## src/core/bco_pkg.sv

```systemverilog
package bco_pkg;
    // register byte offsets
    localparam logic [3:0] OFS_CONFIG = 4'h0;
    localparam logic [3:0] OFS_START  = 4'h4;
    localparam logic [3:0] OFS_CTRL   = 4'h8;
    localparam logic [3:0] OFS_STATUS = 4'hc;
    // config field positions
    localparam int FLD_LEN_LO   = 0;  // burst_length_code [2:0]
    localparam int FLD_ASYNC    = 3;  // async_read_style
    localparam int FLD_EDGE     = 6;  // clock_edge_sel
    localparam int FLD_ORDER    = 7;  // burst_order_sel
    localparam int FLD_RDY      = 8;  // ready_timing_sel
    localparam int FLD_IWL      = 9;  // inter_word_latency_sel
    localparam int FLD_LAT_LO   = 11; // first_access_latency_code [14:11]
    localparam int FLD_WIDTH32  = 16; // bus organised as double-words
    localparam int FLD_STOP     = 0;  // control: end a continuous burst
    // config value after reset
    localparam logic [31:0] CONFIG_RESET = 32'h0000_18c1;
    localparam logic [31:0] CONFIG_MASK  = 32'h0001_7bcf;
    // burst length codes
    localparam logic [2:0] LEN_1    = 3'h4;
    localparam logic [2:0] LEN_2    = 3'h5;
    localparam logic [2:0] LEN_4    = 3'h1;
    localparam logic [2:0] LEN_8    = 3'h2;
    localparam logic [2:0] LEN_CONT = 3'h7;
    // latency codes that force two clocks per word
    localparam logic [3:0] LAT_C13 = 4'hb;
    localparam logic [3:0] LAT_C15 = 4'hd;
    localparam logic [1:0] RESP_OKAY   = 2'h0;
    localparam logic [1:0] RESP_SLVERR = 2'h2;
    typedef enum logic [1:0] {
        ST_IDLE = 2'b00,
        ST_WAIT = 2'b01,
        ST_RUN  = 2'b10
    } bco_state_e;
endpackage

```

## src/core/bco_burst_order.sv

```systemverilog
`timescale 1ns/1ps
// Contract
// - inter-word select 0 gives one clock per word except codes 1011/1101, which give two (1101 is latency 15).
// - ready timing 0 drops the data-ready output in the same cycle invalid data is presented.
// - ready timing 1 drops the data-ready output one cycle before invalid data is presented.
// - async read style resets to 0; 0 is random read, 1 is latch-enable captured read.
// - length code 100 gives one-item bursts and 101 gives two-item bursts on either width.
// - code 001 gives four items, 010 eight words on the 16-bit bus only, 111 continuous unwrapped.
// - the start position is the low one, two or three address bits for lengths two, four, eight.
// - sequential order increments from the start and wraps modulo the burst length.
// - interleaved order is the start position xor a beat counter from zero.
// - an aligned start of zero yields ascending indices in both orders.
// - burst order select 0 means interleaved and 1 means sequential.
// - clock edge select 0 makes the falling edge active and 1 the rising edge.
// - data advances every active clock at latency one and every second at latency two.
// - the latency code sets the clocks from address capture to the first data item.
module bco_burst_order #(
    parameter int ADDR_W     = 23,
    parameter int FIFO_DEPTH = 8
) (
    input  wire logic              aclk,
    input  wire logic              aresetn,
    input  wire logic [3:0]        s_axi_awaddr,
    input  wire logic              s_axi_awvalid,
    output wire logic              s_axi_awready,
    input  wire logic [31:0]       s_axi_wdata,
    input  wire logic [3:0]        s_axi_wstrb,
    input  wire logic              s_axi_wvalid,
    output wire logic              s_axi_wready,
    output logic      [1:0]        s_axi_bresp,
    output logic                   s_axi_bvalid,
    input  wire logic              s_axi_bready,
    input  wire logic [3:0]        s_axi_araddr,
    input  wire logic              s_axi_arvalid,
    output wire logic              s_axi_arready,
    output logic      [31:0]       s_axi_rdata,
    output logic      [1:0]        s_axi_rresp,
    output logic                   s_axi_rvalid,
    input  wire logic              s_axi_rready,
    output wire logic              beat_valid,
    input  wire logic              beat_ready,
    output wire logic [ADDR_W-1:0] beat_addr,
    output logic                   valid_data_ready,
    output wire logic              edge_rising,
    output wire logic              latch_read_sel
);
    import bco_pkg::*;

    // latency in clocks for a code, zero when reserved
    function automatic logic [3:0] lat_cycles(input logic [3:0] c);
        case (c)
            4'h2:    lat_cycles = 4'h7;
            4'h3:    lat_cycles = 4'h8;
            4'h4:    lat_cycles = 4'h9;
            4'h5:    lat_cycles = 4'ha;
            4'h6:    lat_cycles = 4'hb;
            4'h9:    lat_cycles = 4'hc;
            4'ha:    lat_cycles = 4'hd;
            4'hb:    lat_cycles = 4'hd;
            4'hd:    lat_cycles = 4'hf;
            default: lat_cycles = 4'h0;
        endcase
    endfunction

    // wrap mask for a length code
    function automatic logic [2:0] len_mask(input logic [2:0] c);
        case (c)
            LEN_2:   len_mask = 3'h1;
            LEN_4:   len_mask = 3'h3;
            LEN_8:   len_mask = 3'h7;
            default: len_mask = 3'h0;
        endcase
    endfunction

    logic [31:0]       config_q;
    logic [ADDR_W-1:0] start_q;
    logic              aw_held, w_held;
    logic [3:0]        aw_addr_q;
    logic [31:0]       w_data_q;
    logic [3:0]        w_strb_q;
    bco_state_e        state;
    logic [3:0]        lat_cnt;
    logic [ADDR_W-1:0] beat_k;
    logic              phase;
    logic              stop_req;

    // configuration fields
    wire [2:0] len_code = config_q[FLD_LEN_LO +: 3];
    wire [3:0] lat_code = config_q[FLD_LAT_LO +: 4];
    wire       iwl_sel  = config_q[FLD_IWL];
    wire       rdy_sel  = config_q[FLD_RDY];
    wire       seq_mode = config_q[FLD_ORDER];
    wire       width32  = config_q[FLD_WIDTH32];
    assign edge_rising    = config_q[FLD_EDGE];
    assign latch_read_sel = config_q[FLD_ASYNC];

    // derived timing and length
    wire       lat_c2   = (lat_code == LAT_C13) || (lat_code == LAT_C15);
    wire       two_clk  = iwl_sel || lat_c2;
    wire [3:0] lat_n    = lat_cycles(lat_code);
    wire       cont     = (len_code == LEN_CONT);
    wire [2:0] mask     = len_mask(len_code);
    wire       len_bad  = !(len_code inside {LEN_1, LEN_2, LEN_4, LEN_8,
                                             LEN_CONT}) ||
                          (width32 && len_code == LEN_8);
    wire       cfg_bad  = len_bad || (lat_n == 4'h0) ||
                          (iwl_sel && lat_c2) || (cont && !seq_mode);

    // beat address generation
    wire [2:0] start_off = start_q[2:0] & mask;
    wire [2:0] k_low     = beat_k[2:0];
    wire [2:0] seq_off   = (start_off + k_low) & mask;
    wire [2:0] ilv_off   = (start_off ^ k_low) & mask;
    wire [2:0] cur_off   = seq_mode ? seq_off : ilv_off;
    wire [ADDR_W-1:0] wrap_addr = (start_q & ~ADDR_W'(mask)) |
                                  ADDR_W'(cur_off);
    wire [ADDR_W-1:0] cont_addr = start_q + beat_k;
    wire [ADDR_W-1:0] next_beat = cont ? cont_addr : wrap_addr;
    wire       last_beat = !cont && (k_low == mask);

    // sequencer handshake with the fifo
    wire       fifo_in_ready;
    wire       beat_fire = (state == ST_RUN) && !phase &&
                           fifo_in_ready;
    wire       pred_fire = ((state == ST_WAIT) && lat_cnt == 4'h1) ||
                           ((state == ST_RUN) && !(beat_fire && last_beat) &&
                            !stop_req && (two_clk ? phase : 1'b1));

    // bus decode
    wire       wr_go    = aw_held && w_held && !s_axi_bvalid;
    wire       rd_go    = s_axi_arvalid && s_axi_arready;
    wire       wr_cfg   = wr_go && aw_addr_q == OFS_CONFIG;
    wire       wr_start = wr_go && aw_addr_q == OFS_START && state == ST_IDLE;
    wire       wr_stop  = wr_go && aw_addr_q == OFS_CTRL &&
                          w_data_q[FLD_STOP];
    wire       wr_map   = aw_addr_q inside {OFS_CONFIG, OFS_START, OFS_CTRL};
    wire [31:0] byte_en = {{8{w_strb_q[3]}}, {8{w_strb_q[2]}},
                           {8{w_strb_q[1]}}, {8{w_strb_q[0]}}};
    wire [31:0] next_config = ((config_q & ~byte_en) | (w_data_q & byte_en))
                              & CONFIG_MASK;
    wire [31:0] status_word = {28'h0, cfg_bad, stop_req,
                               state == ST_RUN, state != ST_IDLE};
    wire        rd_map = s_axi_araddr inside {OFS_CONFIG, OFS_START,
                                              OFS_STATUS};
    wire [31:0] rd_word = (s_axi_araddr == OFS_CONFIG) ? config_q :
                          (s_axi_araddr == OFS_START)  ? 32'(start_q) :
                          (s_axi_araddr == OFS_STATUS) ? status_word : 32'h0;

    assign s_axi_awready = !aw_held;
    assign s_axi_wready  = !w_held;
    assign s_axi_arready = !s_axi_rvalid;

    // write channel capture and response
    always_ff @(posedge aclk) begin
        if (!aresetn) begin
            aw_held <= 1'b0;
            w_held  <= 1'b0;
            aw_addr_q <= 4'h0;
            w_data_q  <= 32'h0;
            w_strb_q  <= 4'h0;
            s_axi_bvalid <= 1'b0;
            s_axi_bresp  <= RESP_OKAY;
        end else begin
            if (s_axi_awvalid && !aw_held) begin
                aw_held   <= 1'b1;
                aw_addr_q <= {s_axi_awaddr[3:2], 2'b00};
            end
            if (s_axi_wvalid && !w_held) begin
                w_held   <= 1'b1;
                w_data_q <= s_axi_wdata;
                w_strb_q <= s_axi_wstrb;
            end
            if (wr_go) begin
                aw_held <= 1'b0;
                w_held  <= 1'b0;
                s_axi_bvalid <= 1'b1;
                s_axi_bresp  <= wr_map ? RESP_OKAY : RESP_SLVERR;
            end else if (s_axi_bready) begin
                s_axi_bvalid <= 1'b0;
            end
        end
    end

    // read channel
    always_ff @(posedge aclk) begin
        if (!aresetn) begin
            s_axi_rvalid <= 1'b0;
            s_axi_rdata  <= 32'h0;
            s_axi_rresp  <= RESP_OKAY;
        end else if (rd_go) begin
            s_axi_rvalid <= 1'b1;
            s_axi_rdata  <= rd_word;
            s_axi_rresp  <= rd_map ? RESP_OKAY : RESP_SLVERR;
        end else if (s_axi_rready) begin
            s_axi_rvalid <= 1'b0;
        end
    end

    // configuration and start address registers
    always_ff @(posedge aclk) begin
        if (!aresetn) begin
            config_q <= CONFIG_RESET;
            start_q  <= '0;
        end else begin
            if (wr_cfg)   config_q <= next_config;
            if (wr_start) start_q  <= w_data_q[ADDR_W-1:0];
        end
    end

    // burst sequencer
    always_ff @(posedge aclk) begin
        if (!aresetn) begin
            state    <= ST_IDLE;
            lat_cnt  <= 4'h0;
            beat_k   <= '0;
            phase    <= 1'b0;
            stop_req <= 1'b0;
        end else begin
            if (wr_stop && state != ST_IDLE) stop_req <= 1'b1;
            case (state)
                ST_IDLE: begin
                    stop_req <= 1'b0;
                    if (wr_start && !cfg_bad) begin
                        state   <= ST_WAIT;
                        lat_cnt <= lat_n;
                        beat_k  <= '0;
                        phase   <= 1'b0;
                    end
                end
                ST_WAIT: begin
                    lat_cnt <= lat_cnt - 4'h1;
                    if (lat_cnt == 4'h1) state <= ST_RUN;
                end
                ST_RUN: begin
                    if (stop_req) begin
                        state <= ST_IDLE;
                    end else if (beat_fire) begin
                        beat_k <= beat_k + 1'b1;
                        phase  <= two_clk;
                        if (last_beat) state <= ST_IDLE;
                    end else begin
                        phase <= 1'b0;
                    end
                end
                default: state <= ST_IDLE;
            endcase
        end
    end

    // data-ready pin: same cycle or one cycle ahead
    assign valid_data_ready = rdy_sel ? pred_fire : beat_fire;

    bco_fifo #(
        .WIDTH (ADDR_W),
        .DEPTH (FIFO_DEPTH)
    ) u_fifo (
        .aclk      (aclk),
        .aresetn   (aresetn),
        .in_valid  (beat_fire),
        .in_ready  (fifo_in_ready),
        .in_data   (next_beat),
        .out_valid (beat_valid),
        .out_ready (beat_ready),
        .out_data  (beat_addr)
    );

    // helper: last fired offset and address, ready history
    logic [2:0]        prev_off;
    logic              prev_pred;
    logic [ADDR_W-1:0] prev_beat;
    always_ff @(posedge aclk) begin
        if (!aresetn) begin
            prev_off  <= 3'h0;
            prev_pred <= 1'b0;
            prev_beat <= '0;
        end else begin
            prev_pred <= pred_fire;
            if (beat_fire) prev_off <= cur_off;
            if (beat_fire) prev_beat <= next_beat;
        end
    end
endmodule // bco_burst_order

```

## src/core/bco_fifo.sv

```systemverilog
`timescale 1ns/1ps
// small synchronous fifo, valid/ready on both sides
module bco_fifo #(
    parameter int WIDTH = 23,
    parameter int DEPTH = 8
) (
    input  wire logic             aclk,
    input  wire logic             aresetn,
    input  wire logic             in_valid,
    output wire logic             in_ready,
    input  wire logic [WIDTH-1:0] in_data,
    output wire logic             out_valid,
    input  wire logic             out_ready,
    output wire logic [WIDTH-1:0] out_data
);
    localparam int AW = $clog2(DEPTH);
    logic [WIDTH-1:0] mem [DEPTH];
    logic [AW-1:0]    wr_ptr;
    logic [AW-1:0]    rd_ptr;
    logic [AW:0]      count;
    wire              push = in_valid && in_ready;
    wire              pop  = out_valid && out_ready;

    // honest full and empty
    assign in_ready  = (count != (AW+1)'(DEPTH));
    assign out_valid = (count != '0);
    assign out_data  = mem[rd_ptr];

    // storage, no reset needed
    always_ff @(posedge aclk) begin
        if (push) begin
            mem[wr_ptr] <= in_data;
        end
    end

    // pointers and fill level
    always_ff @(posedge aclk) begin
        if (!aresetn) begin
            wr_ptr <= '0;
            rd_ptr <= '0;
            count  <= '0;
        end else begin
            if (push) wr_ptr <= (wr_ptr == AW'(DEPTH-1)) ? '0 : wr_ptr + 1'b1;
            if (pop)  rd_ptr <= (rd_ptr == AW'(DEPTH-1)) ? '0 : rd_ptr + 1'b1;
            count <= count + (AW+1)'(push) - (AW+1)'(pop);
        end
    end
endmodule // bco_fifo

```

## config.mk

```make
export PLATFORM = sky130hd
export DESIGN_NAME = bco_burst_order
export DESIGN_NICKNAME = d
export VERILOG_FILES = /design/src/core/bco_pkg.sv /design/src/core/bco_burst_order.sv /design/src/core/bco_fifo.sv
export SDC_FILE = /design/constraint.sdc
export NUM_CORES = 1
export LEC_CHECK = 0
export CAP_MARGIN = 0
export CORE_AREA = 4 4 197 142
export CTS_CLUSTER_SIZE = 25
export DETAILED_ROUTE_END_ITERATION = 10
export DIE_AREA = 0 0 201 146
export DONT_BUFFER_PORTS = 1
export PLACE_DENSITY = 0.84
export SYNTH_ARGS = -nofsm -noshare
export SYNTH_HDL_FRONTEND = slang
export SYNTH_SLANG_ARGS = --single-unit
```

## constraint.sdc

```tcl
create_clock -name aclk -period 3.9 [get_ports aclk]
set_clock_uncertainty 0.2 [all_clocks]
set_input_delay 0.585 -clock aclk [delete_from_list [all_inputs] [get_ports aclk]]
set_output_delay 0.585 -clock aclk [all_outputs]
set_load 0.02 [all_outputs]
```

Word-level counts from Yosys, hierarchy flattened
Memory sizes are Yosys's and may differ from the RTL's. A register that Yosys moved wholly into a read port is not among the register bits.
Index checks and enable logic that the tools add are counted.
- equal/unequal tests: 24
- reduce and logical (&&, ||, !) cells: 62
- add/sub/neg operators: 8
- bitwise gates (word level): 12
- mux-type cells: 38
- operator list (kind ; count):
    two-way mux 23 bit ; 6
    case mux 23 bit (2 select lines) ; 1
    bitwise AND 17 bit ; 2
    logical AND 1 bit ; 25
    adder 23 x 1 -> 23 bit (second input constant) ; 1
    adder 23 bit ; 1
    bitwise AND 23 bit ; 1
    inverter 3 -> 23 bit ; 1
    bitwise OR 23 x 3 -> 23 bit ; 1
    inverter 17 bit ; 1
    bitwise OR 17 bit ; 1
    two-way mux 4 bit ; 4
    == test 3 bit (second input constant) ; 5
    two-way mux 3 bit ; 5
    two-way mux 2 bit ; 7
    == test 4 bit (second input constant) ; 3
    logical NOT 4 bit ; 3
    logical NOT 1 bit ; 11
    two-way mux 1 bit ; 11
    nonzero test 2 bit ; 5
    bitwise AND 3 bit ; 3
    case mux 3 bit (3 select lines) ; 1
    case mux 4 bit (2 select lines) ; 1
    AND reduction 4 bit ; 2
    28 further kinds ; 42
- memories kept: 2
- memory bits (writable): 184
- register bits after elaboration: 145
- word-level logic and storage cells: 166
- bits in read-only memories: 64
- output and inout bits: 68
- bits of input ports: 52
- memory list (name ; depth ; bits a word ; rd ports ; clocked after memory_dff ; write ports ; RTL line ; source):
    u_fifo.mem ; 8 ; 23 ; 1 ; 1 ; 1 ; bco_fifo.sv:17 ; logic [WIDTH-1:0] mem [DEPTH];
    (name not given) ; 16 ; 4 ; 1 ; 1 ; 0 ; bco_burst_order.sv:51 ; case (c)

Longest topological paths before layout
Gate-level depths: netlist (run 1).
- depth after elaboration: 11
- mapped depth: 12
- gate-level depth less buffers: 12

Hierarchy
From an unflattened synthesis (run 1), not the netlist that was laid out.
- cell total of the unflattened synthesis: 1227
- area total of the unflattened synthesis: 14641.5 um^2
- modules (own cells, without submodules) (module ; area an instance (um^2) ; seq. area each (um^2) ; times used ; cells each):
    bco_fifo ; 7742.4 ; 5785.5 ; 1 ; 342
    bco_burst_order ; 6899.1 ; 2562.5 ; 1 ; 885

Least setup slack after synthesis (run 1)
Ideal clock, no wire load.
- path kind: flip-flop to flip-flop
- start point: reg u_fifo.count[2]
- end point: mem u_fifo.mem[2][0] (enable)
- data required time: 3.230 ns
- period minus slack after synthesis: 4.176 ns
- path slack: -0.276 ns
- buffers on the path: 1
- cell stages (with the launch flop): 6
- setup time: 0.470 ns
- arrival: 3.506 ns
- path through: dfxtp_1 > inv_1 > ha_1 > a211o_1 > clkbuf_1 > nor4b_1
- word-level cells in the longest chain between the ends: 5
- RTL lines (what ; RTL line ; source):
    from (decl) ; bco_fifo.sv:20 ; logic [AW:0] count;
    from (signal assigned) ; bco_fifo.sv:45 ; count <= count + (AW+1)'(push) - (AW+1)'(pop);
    != test 4 bit * ; bco_fifo.sv:25 ; assign in_ready = (count != (AW+1)'(DEPTH));
    logical AND 1 bit ; bco_burst_order.sv:123 ; wire beat_fire = (state == ST_RUN) && !phase &&
    logical AND 1 bit * ; bco_fifo.sv:21 ; wire push = in_valid && in_ready;
    two-way mux 1 bit * ; bco_fifo.sv:31 ; if (push) begin
    two-way mux 1 bit (not written as such) * ; bco_fifo.sv:32 ; mem[wr_ptr] <= in_data;
    to (decl) ; bco_fifo.sv:17 ;
Mark *: on every way between the ends. The rest lies on a longest branch, timed or not.

Worst setup path after layout (run 1)
- start point: reg beat_k[0]
- end point: mem u_fifo.mem[2][22], data pin
- word-level cells in the longest chain between the ends: 2
- RTL lines (what ; RTL line ; source):
    from (decl) ; bco_burst_order.sv:83 ; logic [ADDR_W-1:0] beat_k;
    from (signal assigned) ; bco_burst_order.sv:238 ; beat_k <= beat_k + 1'b1;
    adder 23 bit ; bco_burst_order.sv:117 ; wire [ADDR_W-1:0] cont_addr = start_q + beat_k;
    two-way mux 23 bit ; bco_burst_order.sv:118 ; wire [ADDR_W-1:0] next_beat = cont ? cont_addr : wrap_addr;
    named net next_beat[22] ; bco_burst_order.sv:118 ;
The timed path passes the listed nets, and every way through them passes these cells.

==> reports/results.ini, run 1 <==
[global_routing]
grt_pass1_vias = 9311
grt_pass1_wl_um = 53000
antenna_found_initial = 0
track_usage_pct = 22.6
grt_start_max_net_pins = 106
grt-ovfl-total = 0

[timing]
maxSlewViolCount = 0
relSlewSlack_pct = 31.4
period_share_pct = 94.2
fmax_mhz = 272
period_minus_slack_ns = 3.67
setup_viol = 0
fin_ws_ns = 0.226
rsz0062_at_grt = no
timing_hold_violations_final = 0
tightest_slew_ns = 1.02

[detailed_routing]
drt-initial-drc-count = 848
drc = 0
postRouteAntennaNets = 0
vias = 9752
drt_pre_antenna_iters = 5
wl_per_cell_um = 21.2
viasPerCell = 6.07
totalWireLength_um = 34100

[clock_tree]
path_clk_slew_ns = 0.06
tritoncts = done
cts_buffer_depth = 3
clock_sinks = 325
clk_latency_ns = 0.55
tritoncts.num_buffers = 30
cts_setup_buffers = 0
cts_root_buffer = clkbuf_16
h-tree-depth = 1

[logic_synthesis]
synth-edff-count = 184
synthFlopType = edfxtp_1
ys_async_sr_fraction_pct = 0
synth_cell_types = 63
avgSynthCellArea_um2 = 12.1
ys_seq_area_share_pct = 56.8
yosys_register_bits = 325
syn_area_um2 = 14700
synthCells = 1218
yosys_warnings = 0

[power]
comb_power_share_pct = 12.4
vdd_ir_drop_max_mv = 0.359
switching_share_pct = 24.0
p_int_mw = 5.64
power_frac_seq_pct = 50.4
leakage_nw = 5.80
p_clk_share_pct = 37.2
power_switching_mw = 1.79
power_density_nw_per_um2 = 453

[die]
num_rows = 50
coreArea_um2 = 26200
io_pins = 120
dieArea_um2 = 29300
die_h_um = 146
fp.dieW_um = 201
start_util_pct = 56.1

[final_layout]
final_cell_area_um2 = 16400
diodes = 0
final_util_pct = 62.5
final_common_cell = edfxtp_1
final_nets = 1341
layout_common_cells = edfxtp_1 (184), nand2_1 (182), dfxtp_1 (137)
drive_gt1_share_pct = 13.2
area_delta_synth_final_pct = 11.4

[critical_path]
crit_required_ns = 3.98
arrival_ns = 3.75
path_class = flip-flop to flip-flop
worst_setup_path_start_kind = flip-flop
crit_fanout = 8
crit_path_end_kind = flip-flop

[placed_design]
post_dp_cell_area_um2 = 15100
portBuffers = 0
place_hpwl_um = 22900
place.gp.congestion = 0.941
dp_worst_setup_slack_ns = 0.385

[run_status]
status = finished clean

[job]
max-cap-violations = 0

[hold_path]
min_path_type = input port to flip-flop

==> cells in the mapped netlist, types with 11 or more instances <==
| cell | instances | area share, % |
|---|---|---|
| edfxtp_1 | 184 | 38 |
| nand2_1 | 182 | 4.6 |
| dfxtp_1 | 141 | 19 |
| a21boi_0 | 61 | 3.1 |
| clkbuf_1 | 53 | 1.4 |
| nor2_1 | 53 | 1.4 |
| mux4_2 | 47 | 7.2 |
| ha_1 | 41 | 3.5 |
| nor2b_1 | 38 | 1.6 |
| o21ai_0 | 36 | 1.2 |
| a21oi_1 | 35 | 1.2 |
| nand3_1 | 31 | 1.1 |
| xnor2_1 | 28 | 1.7 |
| mux2_2 | 25 | 1.9 |
| mux2i_1 | 25 | 1.7 |
| inv_1 | 24 | 0.61 |
| nor3_1 | 22 | 0.75 |
| xor2_1 | 20 | 1.2 |
| a22oi_1 | 14 | 0.71 |
| buf_4 | 11 | 0.56 |
==> power groups by stage <==
stage / combinational [mW] / clock, mW / sequential (mW)
CTS: 0.934 / 2.80 / 3.74
detailed placement: 0.888 / 0 / 3.82
global placement: 0.864 / 0 / 3.81
finish: 0.921 / 2.76 / 3.74
global route: 0.999 / 2.96 / 3.75
floorplan: 0.784 / 0 / 3.74
==> cell families (layout without fill, tap and decap cells) <==
family / Yosys count / after routing / synth area share (%)
adders and majority gates: 44 / 44 / 3.90
other: 1 / 11 / 0.0255
DFF: 325 / 325 / 56.8
AOI/OAI and AO/OA: 205 / 205 / 9.33
and+or+nand+nor: 399 / 399 / 13.3
xor gates and xnor gates: 48 / 48 / 2.86
muxes: 97 / 97 / 10.8
buffers and inverters: 99 / 139 / 2.96
==> worst max-delay path: stages (launching register included) <==
cell	delay [ns]
dfxtp_1	0.51
ha_1	0.31
fa_1	0.24
a21o_1	0.15
nand4_1	0.12
a21oi_1	0.30
o22ai_1	0.30
or4b_2	0.69
nand3_1	0.13
xor2_1	0.44
==> sequential cells by signal, summed over array words and instances (netlist names), 2 cells and up, named ones only <==
name and cells:
aw_addr_q 2, beat_k 23, config_q 4, lat_cnt 4
lat_n 4, s_axi_rdata 23, start_q 23, state 2
u_fifo.count 4, u_fifo.mem 184, u_fifo.rd_ptr 3, u_fifo.wr_ptr 3
w_data_q 23, w_strb_q 3
==> path summary, 6_finish.rpt <==
kind                from                 to  slack (ns)  cells after the start
max            beat_k[0]  u_fifo.mem[2][22]        0.23                      9
max reg2reg    beat_k[0]  u_fifo.mem[2][22]        0.23                      9
min              aresetn   u_fifo.rd_ptr[2]        0.02                      1
min reg2reg  w_data_q[5]         start_q[5]        0.27                      2
==> layout make-up <==
type	count	area, µm²
Fill cell	1919	9830
Tap cell	338	423
Sequential cell	325	8350
Clock inverter	18	108
Inverter	24	90.1
Clock buffer	37	818
Timing Repair Buffer	60	571
Multi-Input combinational cell	804	6020
==> per-stage QoR <==
| stage | setup TNS [ns] | instances | total power, mW | hold slack [ns] |
|---|---|---|---|---|
| floorplan | -0.513 | 1228 | 4.53 | 0.241 |
| global placement | 0 | 1520 | 4.68 | 0.254 |
| detailed placement | 0 | 1520 | 4.70 | 0.264 |
| CTS | 0 | 1606 | 7.48 | 0.000428 |
| global route | 0 | 1606 | 7.71 | 0.00486 |
| finish | 0 | 1606 | 7.43 | 0.0204 |
==> metal layers <==
| metal | vias to the layer above | share of wire [%] | global-route usage (%) |
|---|---|---|---|
| met5 | - | 0 | 0 |
| met4 | 0 | 1.5 | 3.92 |
| met3 | 44 | 9.9 | 6.44 |
| met2 | 366 | 45 | 34.8 |
| met1 | 4870 | 44 | 32.6 |
| li1 | 4472 | - | - |
==> timing repair <==
action                                  in CTS  in global routing
resized for setup                            0                  2
endpoints found under the setup margin       0                  1
hold buffers                                31                  0
hold endpoints to repair                   106                  0
Note: power is estimated with default switching activity, not from simulation.
==> inputs of run 2 (changes only) <==
Settings changed: CORE_AREA 4 4 197 142 to 4 4 166 168, DIE_AREA 0 0 201 146 to 0 0 170 172.
==> reports/results.ini, run 2 (synthesis results as in run 1) <==
[global_routing]
grt_start_max_net_pins = 109
grt_pass1_vias = 9659
grt_pass1_wl_um = 52900
grt-ovfl-total = 0
track_usage_pct = 23.1
antenna_found_initial = 0

[final_layout]
layout.cells.non_filler = 1612
final_common_cell = edfxtp_1
diodes = 0
largest_reg_flops = 184
area_delta_synth_final_pct = 12.1
regMostFlops = u_fifo.mem
layout_common_cells = edfxtp_1 (184), nand2_1 (182), dfxtp_1 (138)
final_cell_area_um2 = 16500
final_util_pct = 63.6
final_nets = 1350
drive_gt1_share_pct = 13.3
fillers = 1848

[power]
switching_share_pct = 24.1
p_int_mw = 5.72
power_frac_seq_pct = 49.5
comb_power_share_pct = 12.2
leakage_nw = 5.85
power_density_nw_per_um2 = 458
power_switching_mw = 1.82
finalPower_mw = 7.55
vdd_ir_drop_max_mv = 0.512
p_clk_share_pct = 38.2

[timing]
maxSlewViolCount = 0
relSlewSlack_pct = 29.1
setup_viol = 0
period_minus_slack_ns = 3.79
fin_ws_ns = 0.106
period_share_pct = 97.3
tightest_slew_ns = 1.05
rsz0062_at_grt = no
whs_ns = 0.0135
timing_hold_violations_final = 0
fmax_mhz = 264
tns_ns = 0

[hold_path]
min_path_type = input port to flip-flop
hold_depth = 2

[die]
start_util_pct = 56.8
num_rows = 59
fp.dieW_um = 170
io_pins = 120
coreArea_um2 = 25900
dieArea_um2 = 29200
die_h_um = 172

[critical_path]
r2r_cells = 8
slowest_delay_ns = 0.55
crit_path_end_kind = primary output
path_cells = nand2b_1 -> a211o_1 -> nor3_1 -> or4_1 -> a31oi_1
crit_path_top_delay_cell = a31oi_1
arrival_ns = 3.01
crit_required_ns = 3.12
path_class = flip-flop to primary output
crit_fanout = 11
worst_setup_path_start_kind = flip-flop

[detailed_routing]
viasPerCell = 5.99
totalWireLength_um = 33900
postRouteAntennaNets = 0
drt-initial-drc-count = 1074
drt_pre_antenna_iters = 5
drc = 0
vias = 9663
wl_per_cell_um = 21.0

[clock_tree]
h-tree-depth = 1
tritoncts = done
path_clk_slew_ns = 0.06
tritoncts.num_buffers = 31
cts_buffer_depth = 3
cts_setup_buffers = 0
clk_latency_ns = 0.57
clock_sinks = 325
cts_root_buffer = clkbuf_16

[run_status]
status = finished clean

[job]
max-cap-violations = 0

[placed_design]
dp_worst_setup_slack_ns = 0.516
place.gp.congestion = 0.926
place_hpwl_um = 21800
portBuffers = 0
placed_cells = 1523
post_dp_cell_area_um2 = 15200

-- run 2: cell type report --
cell class	count	area, µm²	share of cell area, %
Tap cell	335	419	2.54
Clock buffer	40	830	5.03
Multi-Input combinational cell	804	6020	36.5
Sequential cell	325	8350	50.7
Timing Repair Buffer	68	636	3.86
Inverter	24	90.1	0.546
Clock inverter	16	141	0.858
-- run 2: layer usage --
metal | track usage [%] | part of all wire [%]
met5 | 0 | 0
met4 | 6.70 | 2.9
met3 | 4.02 | 6.4
met2 | 40.5 | 50
met1 | 29.7 | 40
-- run 2: worst max-delay path, delay by kind of cell (launching register included) --
kind	cells	cell delay (ns)
AND/OR/NAND/NOR	3	0.94
AO/OA/AOI/OAI	2	1.06
flip-flops	1	0.42
-- run 2: power groups by stage --
stage / logic (mW) / clock network [mW] / registers, mW
floorplan: 0.784 / 0 / 3.74
global placement: 0.844 / 0 / 3.81
detailed placement: 0.871 / 0 / 3.81
CTS: 0.930 / 2.92 / 3.74
global route: 0.995 / 3.07 / 3.75
finish: 0.923 / 2.88 / 3.74
-- run 2: path summary, 6_finish.rpt --
path	startpoint	to	slack (ns)
worst max-delay path	state[0]	valid_data_ready	0.11
worst min-delay path	s_axi_wstrb[1]	w_strb_q[1]	0.01
worst max register to register	start_q[9]	u_fifo.mem[4][21]	0.41
worst min register to register	w_data_q[20]	w_data_q[20]	0.27
-- run 2: what timing repair did --
action,4_1_cts,5_1_grt
hold buffers,33,0
endpoints found under the setup margin,0,1
endpoints found under the hold margin,111,0
resized for setup,0,1
==> inputs of run 3 (changes only) <==
Settings changed: ABC_AREA set to 1, CORE_AREA 4 4 166 168 to 4 4 161 163, DIE_AREA 0 0 170 172 to 0 0 165 167, PLACE_DENSITY 0.84 to 0.88, SKIP_CTS_REPAIR_TIMING set to 1.
Clock period 3.9 ns to 4.6 ns, I/O delays scaled along.
==> reports/results.ini, run 3 <==
[run_status]
status = finished clean

[die]
fp.dieW_um = 165
die_h_um = 167
num_rows = 57
start_util_pct = 63.4
io_pins = 120
dieArea_um2 = 27600
coreArea_um2 = 24300

[placed_design]
placed_cells = 2080
post_dp_cell_area_um2 = 15800
dp_worst_setup_slack_ns = 1.31
portBuffers = 0
place.gp.congestion = 0.960
place_hpwl_um = 25500

[global_routing]
grt_pass1_wl_um = 59500
grt-ovfl-total = 0
grt_pass1_vias = 12100
antenna_found_initial = 0
grt_start_max_net_pins = 102
track_usage_pct = 26.7

[logic_synthesis]
synthTopCellsByArea = edfxtp_1 (36%), dfxtp_1 (18%), nor2_1 (8.8%)
synth_cell_types = 48
synth-edff-count = 184
avgSynthCellArea_um2 = 8.61
synthCells = 1792
synth_common_cells = nor2_1 (360), nand2_1 (280), o21ai_0 (216)
ys_seq_area_share_pct = 54.1
yosys_warnings = 0
yosys_register_bits = 325
synthFlopType = edfxtp_1
syn_area_um2 = 15400
synth_top_area_share_pct = 35.8
ys_async_sr_fraction_pct = 0
synth_area_leader_cell = edfxtp_1
yosysMostFrequentCell = nor2_1

[critical_path]
crit_path_top_delay_cell = buf_4
crit_fanout = 92
cp_common_cell = buf_4
path_class = flip-flop to primary output
arrival_ns = 2.65
crit_path_end_kind = primary output
slowest_delay_ns = 0.69
path_cells = buf_4 -> o21ai_0 -> o22ai_1 -> nor2_1 -> a31oi_1 -> buf_4
worst_setup_path_start_kind = flip-flop
crit_required_ns = 3.71

[final_layout]
final_common_cell = nor2_1
layout_common_cells = nor2_1 (352), nand2_1 (280), o21ai_0 (216)
largest_reg_flops = 184
layout.cells.non_filler = 2136
regMostFlops = u_fifo.mem
drive_gt1_share_pct = 6.84
multiInputGateArea_um2 = 6220
seqCellArea_um2 = 8350
fillers = 1764
final_cell_area_um2 = 16800
diodes = 0
area_delta_synth_final_pct = 9.02
final_nets = 1884
final_util_pct = 69.2

[timing]
rsz0062_at_grt = no
period_share_pct = 77.0
tightest_slew_ns = 1.10
fin_ws_ns = 1.06
maxSlewViolCount = 0
period_minus_slack_ns = 3.54
setup_viol = 0
fmax_mhz = 282
timing_hold_violations_final = 0
whs_ns = 0.0439
relSlewSlack_pct = 25.6
tns_ns = 0

[detailed_routing]
postRouteAntennaNets = 0
drt-initial-drc-count = 1362
viasPerCell = 5.92
vias = 12600
drc = 0
drt_pre_antenna_iters = 5
wl_per_cell_um = 17.8
totalWireLength_um = 38100

[clock_tree]
tritoncts.num_buffers = 30
cts_root_buffer = clkbuf_16
clk_latency_ns = 0.57
clock_sinks = 325
cts_buffer_depth = 3
tritoncts = done
h-tree-depth = 1
path_clk_slew_ns = 0.07

[power]
vdd_ir_drop_max_mv = 0.332
finalPower_mw = 7.35
power_density_nw_per_um2 = 437
leakage_nw = 6.65

[hold_path]
min_path_type = input port to flip-flop

[job]
max-cap-violations = 0

==> run 3: critical path: cells and delay by family (launching register included) <==
kind / cells / cell delay, ns
buffers and inverters: 2 / 0.89
AOI/OAI and AO/OA: 3 / 0.73
DFF: 1 / 0.34
and+or+nand+nor: 1 / 0.07
==> run 3: worst paths after layout <==
check,startpoint,end,slack (ns),cells past startpoint
min reg2reg,w_data_q[19],start_q[19],0.29,2
max reg2reg,flip-flop,u_fifo.mem[6][1],1.18,13
max,flip-flop,beat_addr[14],1.06,6
min,aresetn,config_q[12],0.04,1
==> run 3: kinds of logic (layout without fill, tap and decap cells) <==
group | after synthesis | in the layout | share of synthesized area (%)
adders and majority gates | 44 | 44 | 3.71
AOI/OAI and AO/OA | 400 | 400 | 14.0
xor gates and xnor gates | 19 | 19 | 1.08
DFF | 325 | 325 | 54.1
and+or+nand+nor | 775 | 775 | 21.1
other | 1 | 11 | 0.0243
buffers and inverters | 228 | 238 | 6.07
==> run 3: layout make-up <==
cell class                      instances  share of cell area, %
Timing Repair Buffer                   42                   1.87
Clock inverter                         22                   1.42
Tap cell                              324                   2.41
Multi-Input combinational cell       1249                   37.0
Clock buffer                           34                   4.55
Sequential cell                       325                   49.6
Inverter                              140                   3.14
==> run 3: metal layers <==
layer	GRT usage (%)	vias to the layer above	part of all wire (%)	wire length (µm)
met5	0	-	0	0
met4	11.1	0	3.8	1440
met3	4.13	93	8.5	3220
met2	45.9	577	49	18700
met1	33.5	5912	39	14700
li1	-	6063	-	-
==> run 3: power breakdown <==
part | internal, mW | switching, mW | leakage [nW]
logic | 0.564 | 1.07 | 3.13
clock network | 1.43 | 1.07 | 0.474
registers | 3.13 | 0.0816 | 3.05
